$ cat src/hw/pg_fall_pkg.sv
package pg_fall_pkg;
	// Register byte addresses on the AXI4-Lite bus (index times four)
	localparam logic [7:0] FLAGS_INDEX = 8'h3D;
	localparam logic [7:0] MASK_INDEX = 8'h3E;
	localparam logic [9:0] FLAGS_ADDR = {FLAGS_INDEX, 2'b00};
	localparam logic [9:0] MASK_ADDR = {MASK_INDEX, 2'b00};
	localparam int ADDR_W = 10;
	// Field layout: bits 7..4 linear regulators 4..1, bits 3..0 converters 4..1
	localparam int LDO_LSB = 4;
	localparam int BUCK_LSB = 0;
	localparam int FLAG_W = 8;
	// Reset values
	localparam logic [7:0] FLAGS_RESET = 8'h00;
	localparam logic [7:0] MASK_RESET = 8'hFF;
	// AXI responses
	localparam logic [1:0] RESP_OKAY = 2'h0;
	localparam logic [1:0] RESP_SLVERR = 2'h2;
endpackage

$ cat src/hw/pg_fall_flags.sv
// The implementer's own choices: the AXI4-Lite slave port and the placing of the registers.
`timescale 1ns/100ps
module pg_fall_flags (
	// Clock and reset
	input wire logic clk_i,
	input wire logic arst_n_i,
	// Regulator status, index 0 is regulator 1
	input wire logic [3:0] ldo_good_i,
	input wire logic [3:0] ldo_en_i,
	input wire logic [3:0] buck_good_i,
	input wire logic [3:0] buck_en_i,
	// AXI4-Lite write address and data
	input wire logic [31:0] awaddr_i,
	input wire logic awvalid_i,
	output logic awready_o,
	input wire logic [31:0] wdata_i,
	input wire logic [3:0] wstrb_i,
	input wire logic wvalid_i,
	output logic wready_o,
	// AXI4-Lite write response
	output logic [1:0] bresp_o,
	output logic bvalid_o,
	input wire logic bready_i,
	// AXI4-Lite read
	input wire logic [31:0] araddr_i,
	input wire logic arvalid_i,
	output logic arready_o,
	output logic [31:0] rdata_o,
	output logic [1:0] rresp_o,
	output logic rvalid_o,
	input wire logic rready_i,
	// Interrupt, level
	output logic irq_o
);
	typedef enum logic [1:0] {
		WR_IDLE = 2'b00,
		WR_RESP = 2'b01
	} wr_state_t;

	// Word offset of a byte address
	function automatic logic [9:0] word_addr(input logic [31:0] a);
		return {a[9:2], 2'b00};
	endfunction

	logic [7:0] flags, next_flags;
	logic [7:0] mask, next_mask;
	logic [3:0] ldo_good_q, next_ldo_good_q;
	logic [3:0] buck_good_q, next_buck_good_q;
	logic [31:0] aw_q, next_aw_q;
	logic [31:0] w_q, next_w_q;
	logic [3:0] ws_q, next_ws_q;
	logic aw_have, next_aw_have;
	logic w_have, next_w_have;
	wr_state_t wr_state, next_wr_state;
	logic [1:0] bresp, next_bresp;
	logic rvalid, next_rvalid;
	logic [31:0] rdata, next_rdata;
	logic [1:0] rresp, next_rresp;
	logic [7:0] events;
	logic [7:0] clear_bits;
	logic do_write;

	// Qualified falling edges; disabled regulators cannot raise a flag
	always_comb begin
		next_ldo_good_q = ldo_good_i;
		next_buck_good_q = buck_good_i;
		events = '0;
		events[pg_fall_pkg::LDO_LSB +: 4] = ldo_good_q & ~ldo_good_i & ldo_en_i;
		events[pg_fall_pkg::BUCK_LSB +: 4] = buck_good_q & ~buck_good_i & buck_en_i;
	end

	// Write channel capture; address and data accepted in either order
	always_comb begin
		next_aw_q = aw_q;
		next_w_q = w_q;
		next_ws_q = ws_q;
		next_aw_have = aw_have;
		next_w_have = w_have;
		next_wr_state = wr_state;
		next_bresp = bresp;
		do_write = 1'b0;
		if (awvalid_i && awready_o) begin
			next_aw_q = awaddr_i;
			next_aw_have = 1'b1;
		end
		if (wvalid_i && wready_o) begin
			next_w_q = wdata_i;
			next_ws_q = wstrb_i;
			next_w_have = 1'b1;
		end
		case (wr_state)
			WR_IDLE: begin
				if (aw_have && w_have) begin
					do_write = 1'b1;
					next_aw_have = 1'b0;
					next_w_have = 1'b0;
					next_wr_state = WR_RESP;
					if (word_addr(aw_q) == pg_fall_pkg::FLAGS_ADDR || word_addr(aw_q) == pg_fall_pkg::MASK_ADDR)
						next_bresp = pg_fall_pkg::RESP_OKAY;
					else
						next_bresp = pg_fall_pkg::RESP_SLVERR;
				end
			end
			WR_RESP: begin
				if (bready_i)
					next_wr_state = WR_IDLE;
			end
			default: next_wr_state = WR_IDLE;
		endcase
	end

	// Register updates; byte lane 0 carries the 8-bit fields
	always_comb begin
		clear_bits = '0;
		next_mask = mask;
		if (do_write && ws_q[0]) begin
			if (word_addr(aw_q) == pg_fall_pkg::FLAGS_ADDR)
				clear_bits = w_q[7:0];
			if (word_addr(aw_q) == pg_fall_pkg::MASK_ADDR)
				next_mask = w_q[7:0];
		end
		// A fresh event outranks a clear in the same cycle, so nothing is lost
		next_flags = (flags & ~clear_bits) | events;
	end

	// Read channel; one read in flight, answered one cycle after address
	always_comb begin
		next_rvalid = rvalid;
		next_rdata = rdata;
		next_rresp = rresp;
		if (rvalid && rready_i)
			next_rvalid = 1'b0;
		if (arvalid_i && arready_o) begin
			next_rvalid = 1'b1;
			next_rresp = pg_fall_pkg::RESP_OKAY;
			next_rdata = 32'h0000_0000;
			if (word_addr(araddr_i) == pg_fall_pkg::FLAGS_ADDR)
				next_rdata = {24'h00_0000, flags};
			else if (word_addr(araddr_i) == pg_fall_pkg::MASK_ADDR)
				next_rdata = {24'h00_0000, mask};
			else
				next_rresp = pg_fall_pkg::RESP_SLVERR;
		end
	end

	// All state registers
	always_ff @(posedge clk_i or negedge arst_n_i) begin
		if (!arst_n_i) begin
			flags <= pg_fall_pkg::FLAGS_RESET;
			mask <= pg_fall_pkg::MASK_RESET;
			ldo_good_q <= 4'h0;
			buck_good_q <= 4'h0;
			aw_q <= 32'h0000_0000;
			w_q <= 32'h0000_0000;
			ws_q <= 4'h0;
			aw_have <= 1'b0;
			w_have <= 1'b0;
			wr_state <= WR_IDLE;
			bresp <= pg_fall_pkg::RESP_OKAY;
			rvalid <= 1'b0;
			rdata <= 32'h0000_0000;
			rresp <= pg_fall_pkg::RESP_OKAY;
		end else begin
			flags <= next_flags;
			mask <= next_mask;
			ldo_good_q <= next_ldo_good_q;
			buck_good_q <= next_buck_good_q;
			aw_q <= next_aw_q;
			w_q <= next_w_q;
			ws_q <= next_ws_q;
			aw_have <= next_aw_have;
			w_have <= next_w_have;
			wr_state <= next_wr_state;
			bresp <= next_bresp;
			rvalid <= next_rvalid;
			rdata <= next_rdata;
			rresp <= next_rresp;
		end
	end

	// Outputs; the good inputs reset low, so a regulator already down at release raises nothing
	assign awready_o = !aw_have && wr_state == WR_IDLE;
	assign wready_o = !w_have && wr_state == WR_IDLE;
	assign bvalid_o = wr_state == WR_RESP;
	assign bresp_o = bresp;
	assign arready_o = !rvalid;
	assign rvalid_o = rvalid;
	assign rdata_o = rdata;
	assign rresp_o = rresp;
	assign irq_o = |(flags & ~mask);

	// Checks
	a_ldo_edge_sets: assert property (@(posedge clk_i) disable iff (!arst_n_i)
		$past(arst_n_i) && $fell(ldo_good_i[0]) && ldo_en_i[0] |=> flags[4]) else $error("ldo1 edge lost");
	a_buck_edge_sets: assert property (@(posedge clk_i) disable iff (!arst_n_i)
		$past(arst_n_i) && $fell(buck_good_i[3]) && buck_en_i[3] |=> flags[3]) else $error("buck4 edge lost");
	a_ldo_disabled_hold: assert property (@(posedge clk_i) disable iff (!arst_n_i)
		!ldo_en_i[1] && !flags[5] |=> !flags[5]) else $error("ldo2 flag set while off");
	a_buck_disabled_hold: assert property (@(posedge clk_i) disable iff (!arst_n_i)
		!buck_en_i[0] && !flags[0] |=> !flags[0]) else $error("buck1 flag set while off");
	a_clear_by_one: assert property (@(posedge clk_i) disable iff (!arst_n_i)
		do_write && ws_q[0] && word_addr(aw_q) == pg_fall_pkg::FLAGS_ADDR && w_q[1] && events[1] == 1'b0
		|=> !flags[1]) else $error("flag not cleared");
	a_zero_no_edge: assert property (@(posedge clk_i) disable iff (!arst_n_i)
		!$past(flags[6]) && flags[6] |-> $past(events[6])) else $error("flag rose without edge");
	a_flags_reg_addr: assert property (@(posedge clk_i) disable iff (!arst_n_i)
		arvalid_i && arready_o && word_addr(araddr_i) == pg_fall_pkg::FLAGS_ADDR
		|=> rvalid_o && rdata_o[7:0] == $past(flags)) else $error("bad flags read");
	a_irq_masking: assert property (@(posedge clk_i) disable iff (!arst_n_i)
		flags[2] && !mask[2] |-> irq_o) else $error("unmasked flag gave no irq");
	a_sticky_flag: assert property (@(posedge clk_i) disable iff (!arst_n_i)
		flags[7] && !(do_write && word_addr(aw_q) == pg_fall_pkg::FLAGS_ADDR) |=> flags[7])
		else $error("flag dropped");
	c_irq_seen: cover property (@(posedge clk_i) disable iff (!arst_n_i) $rose(irq_o));
	c_write_done: cover property (@(posedge clk_i) disable iff (!arst_n_i) bvalid_o && bready_i);
	c_set_and_clear: cover property (@(posedge clk_i) disable iff (!arst_n_i) |(clear_bits & events));
endmodule

$ cat config.mk
export PLATFORM = sky130hd
export DESIGN_NAME = pg_fall_flags
export DESIGN_NICKNAME = d
export VERILOG_FILES = /design/src/hw/pg_fall_pkg.sv /design/src/hw/pg_fall_flags.sv
export SDC_FILE = /design/constraint.sdc
export NUM_CORES = 1
export LEC_CHECK = 0
export BUFFER_PORTS_ARGS = -buffer_cell sky130_fd_sc_hd__buf_2
export CELL_PAD_IN_SITES_DETAIL_PLACEMENT = 1
export CELL_PAD_IN_SITES_GLOBAL_PLACEMENT = 1
export CORE_MARGIN = 3
export CORE_UTILIZATION = 27
export DETAILED_ROUTE_END_ITERATION = 10
export PLACE_DENSITY = 0.76
export SYNTH_ARGS = -nofsm -noshare
export SYNTH_HDL_FRONTEND = slang
export SYNTH_SLANG_ARGS = --single-unit
$ cat constraint.sdc
create_clock -name clk_i -period 1.8 [get_ports clk_i]
set_clock_uncertainty 0.2 [all_clocks]
set_input_delay 0.18 -clock clk_i [delete_from_list [all_inputs] [get_ports clk_i]]
set_output_delay 0.18 -clock clk_i [all_outputs]
set_load 0.1 [all_outputs]
==> impl_metrics.py, run 1 <==
metrics = {
    "detailed_routing": {
        "drt_wl_total_mm": 5.976,
        "firstDrtPassIters": 4,
        "first_iter_violations": 46,
        "vias": 1887,
        "highest_layer": "met4",
        "wire_per_inst_um": 14.06,
        "wl_met2_mm": 2.964,
        "dr_wl_met3_um": 357,
        "avgViaCountPerCell": 4.440,
        "drtAntennaViolNets": 0,
        "drt-met1-wl_mm": 2.578,
        "drc_errors": 0,
    },
    "critical_path": {
        "cp-start-kind": "flip-flop",
        "crit_family": "flip-flops",
        "worstPathRequired_ns": 1.42,
        "crit_chain": "o22ai_2, or4_4, buf_12",
        "crit_buf_inv": 1,
        "slowest_stage": "dfstp_2",
        "end_kind": "primary output",
        "slowest_delay_ns": 0.55,
        "cp_max_fo": 2,
        "cp.arrival_ns": 1.65,
        "critPathKind": "flip-flop to primary output",
    },
    "placed_design": {
        "hpwlAfterDp_mm": 4.346,
        "place_ws_ns": -0.04008,
        "port_buffers": 63,
        "place_congestion": 0.7442,
    },
    "synthesis": {
        "yosys.area.top_type_share_pct": 47.17,
        "synth_area_leaders": "dfrtp_1 (47%), mux2_2 (11%), dfstp_2 (8.4%)",
        "yosys.cell_count.top_type": "dfrtp_1",
        "async_flop_share_pct": 100.0,
        "synth.distinct_cells": 35,
        "synth_area_um2": 2494,
        "synth_seq_area_share_pct": 55.59,
        "synth_common_cells": "dfrtp_1 (47), buf_4 (26), mux2_2 (25), nand2_1 (18), o22ai_1 (12)",
        "avgSynthCellArea_um2": 12.05,
        "synth_edf_count": 0,
        "synth_cells": 207,
        "synth_warnings": 0,
        "synth_top_flop_cell": "dfrtp_1",
        "synth_top_area_cell": "dfrtp_1",
        "ys_seq_elements": 55,
    },
    "floorplan": {
        "die_h_um": 102.1,
        "die_w_um": 102.1,
        "start_util_pct": 28.18,
        "row_count": 34,
        "core-area_um2": 8848,
        "dieArea_um2": 10420,
        "ios": 165,
    },
    "pwr": {
        "p_sw_mw": 1.626,
        "switching_share_pct": 39.32,
        "power_frac_clock_pct": 17.6,
        "ir_drop_mv": 0.8764,
        "p_per_area_nw_per_um2": 1190,
        "p_int_mw": 2.509,
        "power.leakage_nw": 1.641,
        "p_comb_share_pct": 39.5,
        "seqPwrFrac_pct": 43.0,
    },
    "grt": {
        "grt_pass1_wl_mm": 9.873,
        "grt_antenna_before_repair": 0,
        "overflow": 0,
        "grt_usage_pct": 12.16,
        "grt_pass1_vias": 2016,
        "grt_max_degree": 56,
    },
    "timing": {
        "tns_ns": -0.2279,
        "fmax_mhz": 493.1,
        "finalCritPeriodShare_pct": 112.7,
        "post-route-min-period_ns": 2.028,
        "slew_headroom_pct": 48.38,
        "finalHoldViolations": 0,
        "rsz0062_at_grt": "yes",
        "setup_viol": 1,
        "fin_ws_ns": -0.2279,
        "slew_viol_final": 0,
        "worst_slew_pin_slew_ns": 0.7727,
    },
    "cts": {
        "cts.sinks": 55,
        "insertion_delay_ns": 0.30,
        "cts_buffers": 5,
        "clock-root-buffer": "clkbuf_8",
        "cts_htree_levels": 2,
        "clockBufferDepth": 2,
        "cts_tree": "built",
        "clkTransAtPathRegs_ns": 0.09,
    },
    "finish": {
        "syn2layout_area_growth_pct": 39.39,
        "antennaDiodeCount": 0,
        "drive_gt1_share_pct": 45.11,
        "finalNetCount": 439,
    },
    "hold_path": {
        "min_path_type": "input port to flip-flop",
    },
    "status": {
        "violations": "negative setup slack",
        "status": "finished with violations",
    },
    "run": {
        "drv_cap": 0,
    },
}
[path summary, 6_finish.rpt]
kind / start / to / slack (ns) / depth (start not counted)
min in group asynchronous: arst_n_i / aw_q[6] / 0.20 / 3
max in group asynchronous: arst_n_i / mask[4] / 0.90 / 3
min: awvalid_i / aw_have / 0.009 / 3
max: mask[2] / irq_o / -0.23 / 3
min reg2reg: rdata_o[7] / rdata_o[7] / 0.28 / 2
max reg2reg: aw_q[8] / flags[5] / 0.02 / 3
[stage by stage]
stage | util [%] | instance area (µm²) | hold WS, ns | cells | power, mW
after floorplan | - | 2660 | -0.3156 | 232 | 3.019
after global placement | 34.47 | 3050 | 0.001796 | 387 | 3.317
after detailed placement | 34.47 | 3050 | 0.004323 | 387 | 3.375
after CTS | 39.17 | 3466 | 0.006277 | 424 | 4.177
after global routing | 39.28 | 3476 | 0.01378 | 425 | 4.411
final | 39.28 | 3476 | 0.008663 | 425 | 4.135
[power by group through the flow]
stage	clock (mW)	combinational (mW)	sequential (mW)
finish	0.727	1.63	1.78
global placement	0	1.53	1.78
detailed placement	0	1.57	1.80
floorplan	0	1.09	1.93
CTS	0.775	1.62	1.78
global route	0.825	1.76	1.83
[registers in the layout, indices dropped and copies added, names as in the netlist]
signal and count:
ldo_good_q 4, aw_q 8, w_have 1, flags 8, w_q 8, aw_have 1
ws_q 1, rvalid_o 1, rdata_o 8, buck_good_q 4, bresp_o 1, wr_state 1
mask 8, rresp_o 1
[layout make-up]
class,count,area [µm²]
fill,989,5373
sequential,55,1394
multi-input combinational,132,985.9
timing repair buffer,111,815.8
tap,108,135.1
clock buffer,8,100.1
inverter,11,45.04
[layer usage]
layer | up-vias | GRT usage (%)
li1 | 887 | -
met1 | 924 | 15.48
met2 | 68 | 20.64
met3 | 8 | 2.594
met4 | 0 | 3.935
met5 | - | 0
[kinds of logic (layout without fill, tap and decap cells)]
kind of cell              Yosys count  after routing  share of synthesized area (%)
AOI/OAI and AO/OA                  44             44                          12.64
muxes                              25             25                          11.29
buffers and inverters              45            130                          11.09
xor gates and xnor gates            1              1                         0.3513
and+or+nand+nor                    36             36                          8.881
other                               1             26                         0.1504
DFF                                55             55                          55.59
[worst min-delay path, cell delays in order]
cell,delay [ns]
buf_2,0.09
a21oi_1,0.06
a31oi_1,0.14
[what timing repair did]
item,4_1_cts,5_1_grt
endpoints found under the setup margin,9,18
endpoints found under the hold margin,82,0
hold buffers,28,0
pin swaps,4,0
buffers inserted,1,1
gates resized for setup,6,2
[cells in the final DEF, fill, tap and decap left out, drive strengths merged]
| master | synthesis | final |
|---|---|---|
| conb | 1 | 26 |
| nor2b | 2 | 2 |
| nand4bb | 1 | 1 |
| a22oi | 8 | 8 |
| a31oi | 1 | 1 |
| nand4b | 1 | 1 |
| clkbuf | 4 | 9 |
| xnor2 | 1 | 1 |
| o21ai | 3 | 3 |
| and2 | 2 | 2 |
| nand2b | 2 | 2 |
| nor2 | 2 | 2 |
| a2bb2oi | 1 | 1 |
| dlygate4sd3 | 0 | 28 |
| or3 | 1 | 1 |
| buf | 30 | 82 |
| o22ai | 12 | 12 |
| nand4 | 1 | 1 |
| inv | 11 | 10 |
| nor4 | 1 | 1 |
| o31ai | 8 | 8 |
| nor3 | 1 | 1 |
| nand3b | 2 | 2 |
| nand2 | 18 | 18 |
| o21a | 1 | 1 |
| clkinvlp | 0 | 1 |
| a21oi | 1 | 1 |
| o21bai | 1 | 1 |
| mux2 | 25 | 25 |
| dfrtp | 47 | 47 |
| a21o | 8 | 8 |
| or4 | 2 | 2 |
| dfstp | 8 | 8 |
No activity file was read; power rests on OpenSTA's default activity.
==> inputs of run 2 (changes only) <==
- CORE_UTILIZATION: 27 -> 26
- PLACE_DENSITY: 0.76 -> 0.74
- RECOVER_POWER: default -> 50
==> impl_metrics.py, run 2 (same netlist as run 1, synthesis figures left out) <==
metrics = {
    "status": {
        "status": "finished with violations",
        "violations": "negative setup slack",
    },
    "cts": {
        "cts_htree_levels": 2,
        "cts_tree": "built",
        "cts.sinks": 55,
        "clkTransAtPathRegs_ns": 0.09,
        "clockBufferDepth": 2,
        "insertion_delay_ns": 0.30,
        "cts_buffers": 5,
        "clock-root-buffer": "clkbuf_8",
    },
    "placed_design": {
        "dp_cells": 409,
        "place_congestion": 0.7133,
        "hpwlAfterDp_mm": 4.574,
        "port_buffers": 63,
    },
    "pwr": {
        "ir_drop_mv": 0.8594,
        "power.leakage_nw": 1.649,
        "p_per_area_nw_per_um2": 1213,
    },
    "detailed_routing": {
        "first_iter_violations": 47,
        "drtAntennaViolNets": 0,
        "drt_wl_total_mm": 6.230,
        "avgViaCountPerCell": 4.254,
        "vias": 1910,
        "drc_errors": 0,
        "firstDrtPassIters": 4,
        "wire_per_inst_um": 13.88,
    },
    "finish": {
        "instances_no_fill": 449,
        "mostFrequentLayoutCell": "buf_2",
        "syn2layout_area_growth_pct": 41.95,
        "final_cell_mix": "buf_2 (53), dfrtp_1 (45), dlygate4sd3_1 (29)",
        "antennaDiodeCount": 0,
        "num-fill-cells": 1058,
        "drive_gt1_share_pct": 43.13,
        "finalNetCount": 442,
    },
    "floorplan": {
        "dieArea_um2": 10800,
        "row_count": 35,
        "die_h_um": 103.9,
        "ios": 165,
        "core-area_um2": 9284,
        "start_util_pct": 26.86,
        "die_w_um": 103.9,
    },
    "grt": {
        "overflow": 0,
        "grt_antenna_before_repair": 0,
        "grt_max_degree": 56,
        "grt_usage_pct": 11.84,
        "grt_pass1_vias": 2104,
        "grt_pass1_wl_mm": 10.43,
    },
    "critical_path": {
        "cp.arrival_ns": 1.66,
        "critPathKind": "flip-flop to primary output",
        "end_kind": "primary output",
        "worstPathRequired_ns": 1.42,
        "cp_max_fo": 2,
        "cp-start-kind": "flip-flop",
    },
    "timing": {
        "post-route-min-period_ns": 2.042,
        "finalCritPeriodShare_pct": 113.5,
        "fmax_mhz": 489.7,
        "slew_viol_final": 0,
        "finalHoldViolations": 0,
        "worst_slew_pin_slew_ns": 0.7756,
        "fin_ws_ns": -0.2421,
        "hold_ws_ns": 0.04583,
        "rsz0062_at_grt": "yes",
        "slew_headroom_pct": 48.19,
        "setup_viol": 1,
    },
    "hold_path": {
        "min_path_type": "input port to flip-flop",
    },
    "run": {
        "drv_cap": 0,
    },
}
[run 2: area by class of cell]
cell class	instances	area [µm²]	share of cell area, %
Multi-Input combinational cell	132	985.9	27.85
Timing Repair Buffer	114	835.8	23.61
Inverter	11	45.04	1.273
Clock buffer	6	82.58	2.333
Sequential cell	55	1394	39.38
Tap cell	129	161.4	4.560
Clock inverter	2	35.03	0.9898
[run 2: path summary, 6_finish.rpt]
kind | cells after the start | to | from | slack, ns
min in group asynchronous | 3 | buck_good_q[3] | arst_n_i | 0.37
hold / removal | 4 | flags[0] | buck_en_i[0] | 0.05
setup / recovery | 3 | irq_o | mask[5] | -0.24
max in group asynchronous | 3 | rvalid_o | arst_n_i | 0.45
setup reg to reg | 3 | flags[1] | aw_q[8] | 0.03
hold reg to reg | 2 | rdata_o[6] | rdata_o[6] | 0.28
[run 2: worst max-delay path: stages (launching register included)]
cell and delay [ns]:
dfstp_2 0.56, o22ai_2 0.07, or4_4 0.55, buf_12 0.18
[run 2: repair_timing]
item	4_1_cts	5_1_grt
pin swaps	4	0
hold buffers	29	0
resized for setup	6	2
buffers inserted	2	1
endpoints found under the hold margin	83	0
setup endpoints to repair	9	18
[run 2: through the flow]
step	utilization, %	TNS [ns]	total power [mW]	instance area, µm²	setup slack (ns)
3_5_place_dp	33.36	-0.05990	3.417	3097	-0.04071
5_1_grt	38.13	-0.6172	4.560	3540	-0.2954
3_3_place_gp	33.36	-0.03144	3.362	3097	-0.03144
6_report	38.13	-0.2421	4.294	3540	-0.2421
4_1_cts	38.21	-0.2594	4.331	3547	-0.2594
2_1_floorplan	-	-9.596	3.019	2660	-0.3873
[run 2: power by group]
part / total [mW] / internal [mW] / switching (mW)
Clock: 0.840 / 0.451 / 0.389
Combinational: 1.69 / 0.671 / 1.02
Sequential: 1.76 / 1.52 / 0.238
Total: 4.29 / 2.65 / 1.65
[run 2: routing by layer]
metal	vias to the layer above	wire, µm	track usage (%)
met4	0	19	1.994
met5	-	0	0
met2	57	3366	21.36
met1	957	2561	14.53
met3	2	282	2.855
li1	894	-	-
==> inputs of run 3 (changes only) <==
- CORE_UTILIZATION: 26 -> 27
- PLACE_DENSITY: 0.74 -> 0.76
==> impl_metrics.py, run 3 (same netlist as run 1, synthesis figures left out) <==
metrics = {
    "hold_path": {
        "min_path_type": "input port to flip-flop",
    },
    "detailed_routing": {
        "firstDrtPassIters": 4,
        "drc_errors": 0,
        "vias": 1891,
        "wire_per_inst_um": 14.11,
        "first_iter_violations": 44,
        "avgViaCountPerCell": 4.449,
        "drt_wl_total_mm": 5.998,
        "drtAntennaViolNets": 0,
    },
    "grt": {
        "grt_pass1_vias": 2016,
        "grt_antenna_before_repair": 0,
        "grt_pass1_wl_mm": 9.873,
        "overflow": 0,
        "grt_max_degree": 56,
        "grt_usage_pct": 12.16,
    },
    "finish": {
        "finalNetCount": 439,
        "instances_no_fill": 425,
        "drive_gt1_share_pct": 42.90,
        "multi_input_area_um2": 985.9,
        "mostFrequentLayoutCell": "buf_2",
        "syn2layout_area_growth_pct": 38.53,
        "design_area_um2": 3455,
        "final_util_pct": 39.04,
        "final_cell_mix": "buf_2 (52), dfrtp_1 (45), dlygate4sd3_1 (28)",
        "antennaDiodeCount": 0,
        "num-fill-cells": 989,
        "regArea_um2": 1394,
    },
    "placed_design": {
        "hpwlAfterDp_mm": 4.346,
        "post_dp_cell_area_um2": 3050,
        "dp_cells": 387,
        "place_ws_ns": -0.04008,
        "place_congestion": 0.7442,
        "port_buffers": 63,
    },
    "critical_path": {
        "cp_max_fo": 2,
        "cp-start-kind": "flip-flop",
        "end_kind": "primary output",
        "critPathKind": "flip-flop to primary output",
        "cp.arrival_ns": 1.65,
        "worstPathRequired_ns": 1.42,
    },
    "timing": {
        "finalCritPeriodShare_pct": 113.0,
        "post-route-min-period_ns": 2.035,
        "fin_ws_ns": -0.2347,
        "hold_ws_ns": 0.005465,
        "worst_slew_pin_slew_ns": 0.7833,
        "rsz0062_at_grt": "yes",
        "tns_ns": -0.2347,
        "fmax_mhz": 491.5,
        "slew_viol_final": 0,
        "setup_viol": 1,
        "finalHoldViolations": 0,
        "slew_headroom_pct": 47.68,
    },
    "cts": {
        "clkTransAtPathRegs_ns": 0.09,
        "clockBufferDepth": 2,
        "cts.sinks": 55,
        "clock-root-buffer": "clkbuf_8",
        "insertion_delay_ns": 0.30,
        "cts_tree": "built",
        "cts_buffers": 5,
        "cts_htree_levels": 2,
    },
    "pwr": {
        "total_power_mw": 4.133,
        "p_per_area_nw_per_um2": 1196,
        "ir_drop_mv": 0.8761,
        "power.leakage_nw": 1.617,
    },
    "status": {
        "status": "finished with violations",
        "violations": "negative setup slack",
    },
    "floorplan": {
        "start_util_pct": 28.18,
        "dieArea_um2": 10420,
        "die_w_um": 102.1,
        "core-area_um2": 8848,
        "die_h_um": 102.1,
        "row_count": 34,
        "ios": 165,
    },
    "run": {
        "drv_cap": 0,
    },
}
==> run 3: final cells by class <==
type	count	share of cell area, %
well taps	108	3.912
flip-flops and latches	55	40.35
multi-input cells	132	28.54
inverters	11	1.304
clock buffers	8	2.898
repair buffers	111	23.00
==> run 3: repair_timing <==
action,in CTS,in global routing
resized for setup,6,2
buffers inserted,1,1
hold endpoints to repair,82,0
hold buffers,28,0
setup endpoints to repair,9,18
pin swaps,4,0
cloned,0,0
==> run 3: layer usage <==
layer / up-vias / share of wire [%] / track usage, %
met1: 922 / 42 / 15.48
li1: 885 / - / -
met3: 9 / 7.0 / 2.594
met2: 75 / 50 / 20.64
met5: - / 0 / 0
met4: 0 / 1.1 / 3.935
==> run 3: worst paths after layout <==
check                                  from    endpoint  slack (ns)  depth (start not counted)
worst max register to register  wr_state[0]    flags[5]        0.02                          3
min in group asynchronous          arst_n_i     aw_q[4]        0.39                          3
max in group asynchronous          arst_n_i    rvalid_o        0.44                          3
worst min-delay path              awvalid_i     aw_have       0.005                          3
worst min register to register   rdata_o[2]  rdata_o[2]        0.28                          2
worst max-delay path                mask[2]       irq_o       -0.23                          3
==> run 3: worst max-delay path, cell delays in order (launching register included) <==
cell and delay [ns]:
dfstp_2 0.55, o22ai_2 0.08, or4_4 0.53, buf_12 0.18
==> run 3: report_power, final <==
part           leakage (nW)  switching, mW  internal (mW)
registers             0.623          0.251           1.52
clock network        0.0515          0.379          0.352
logic                 0.942           1.00          0.627
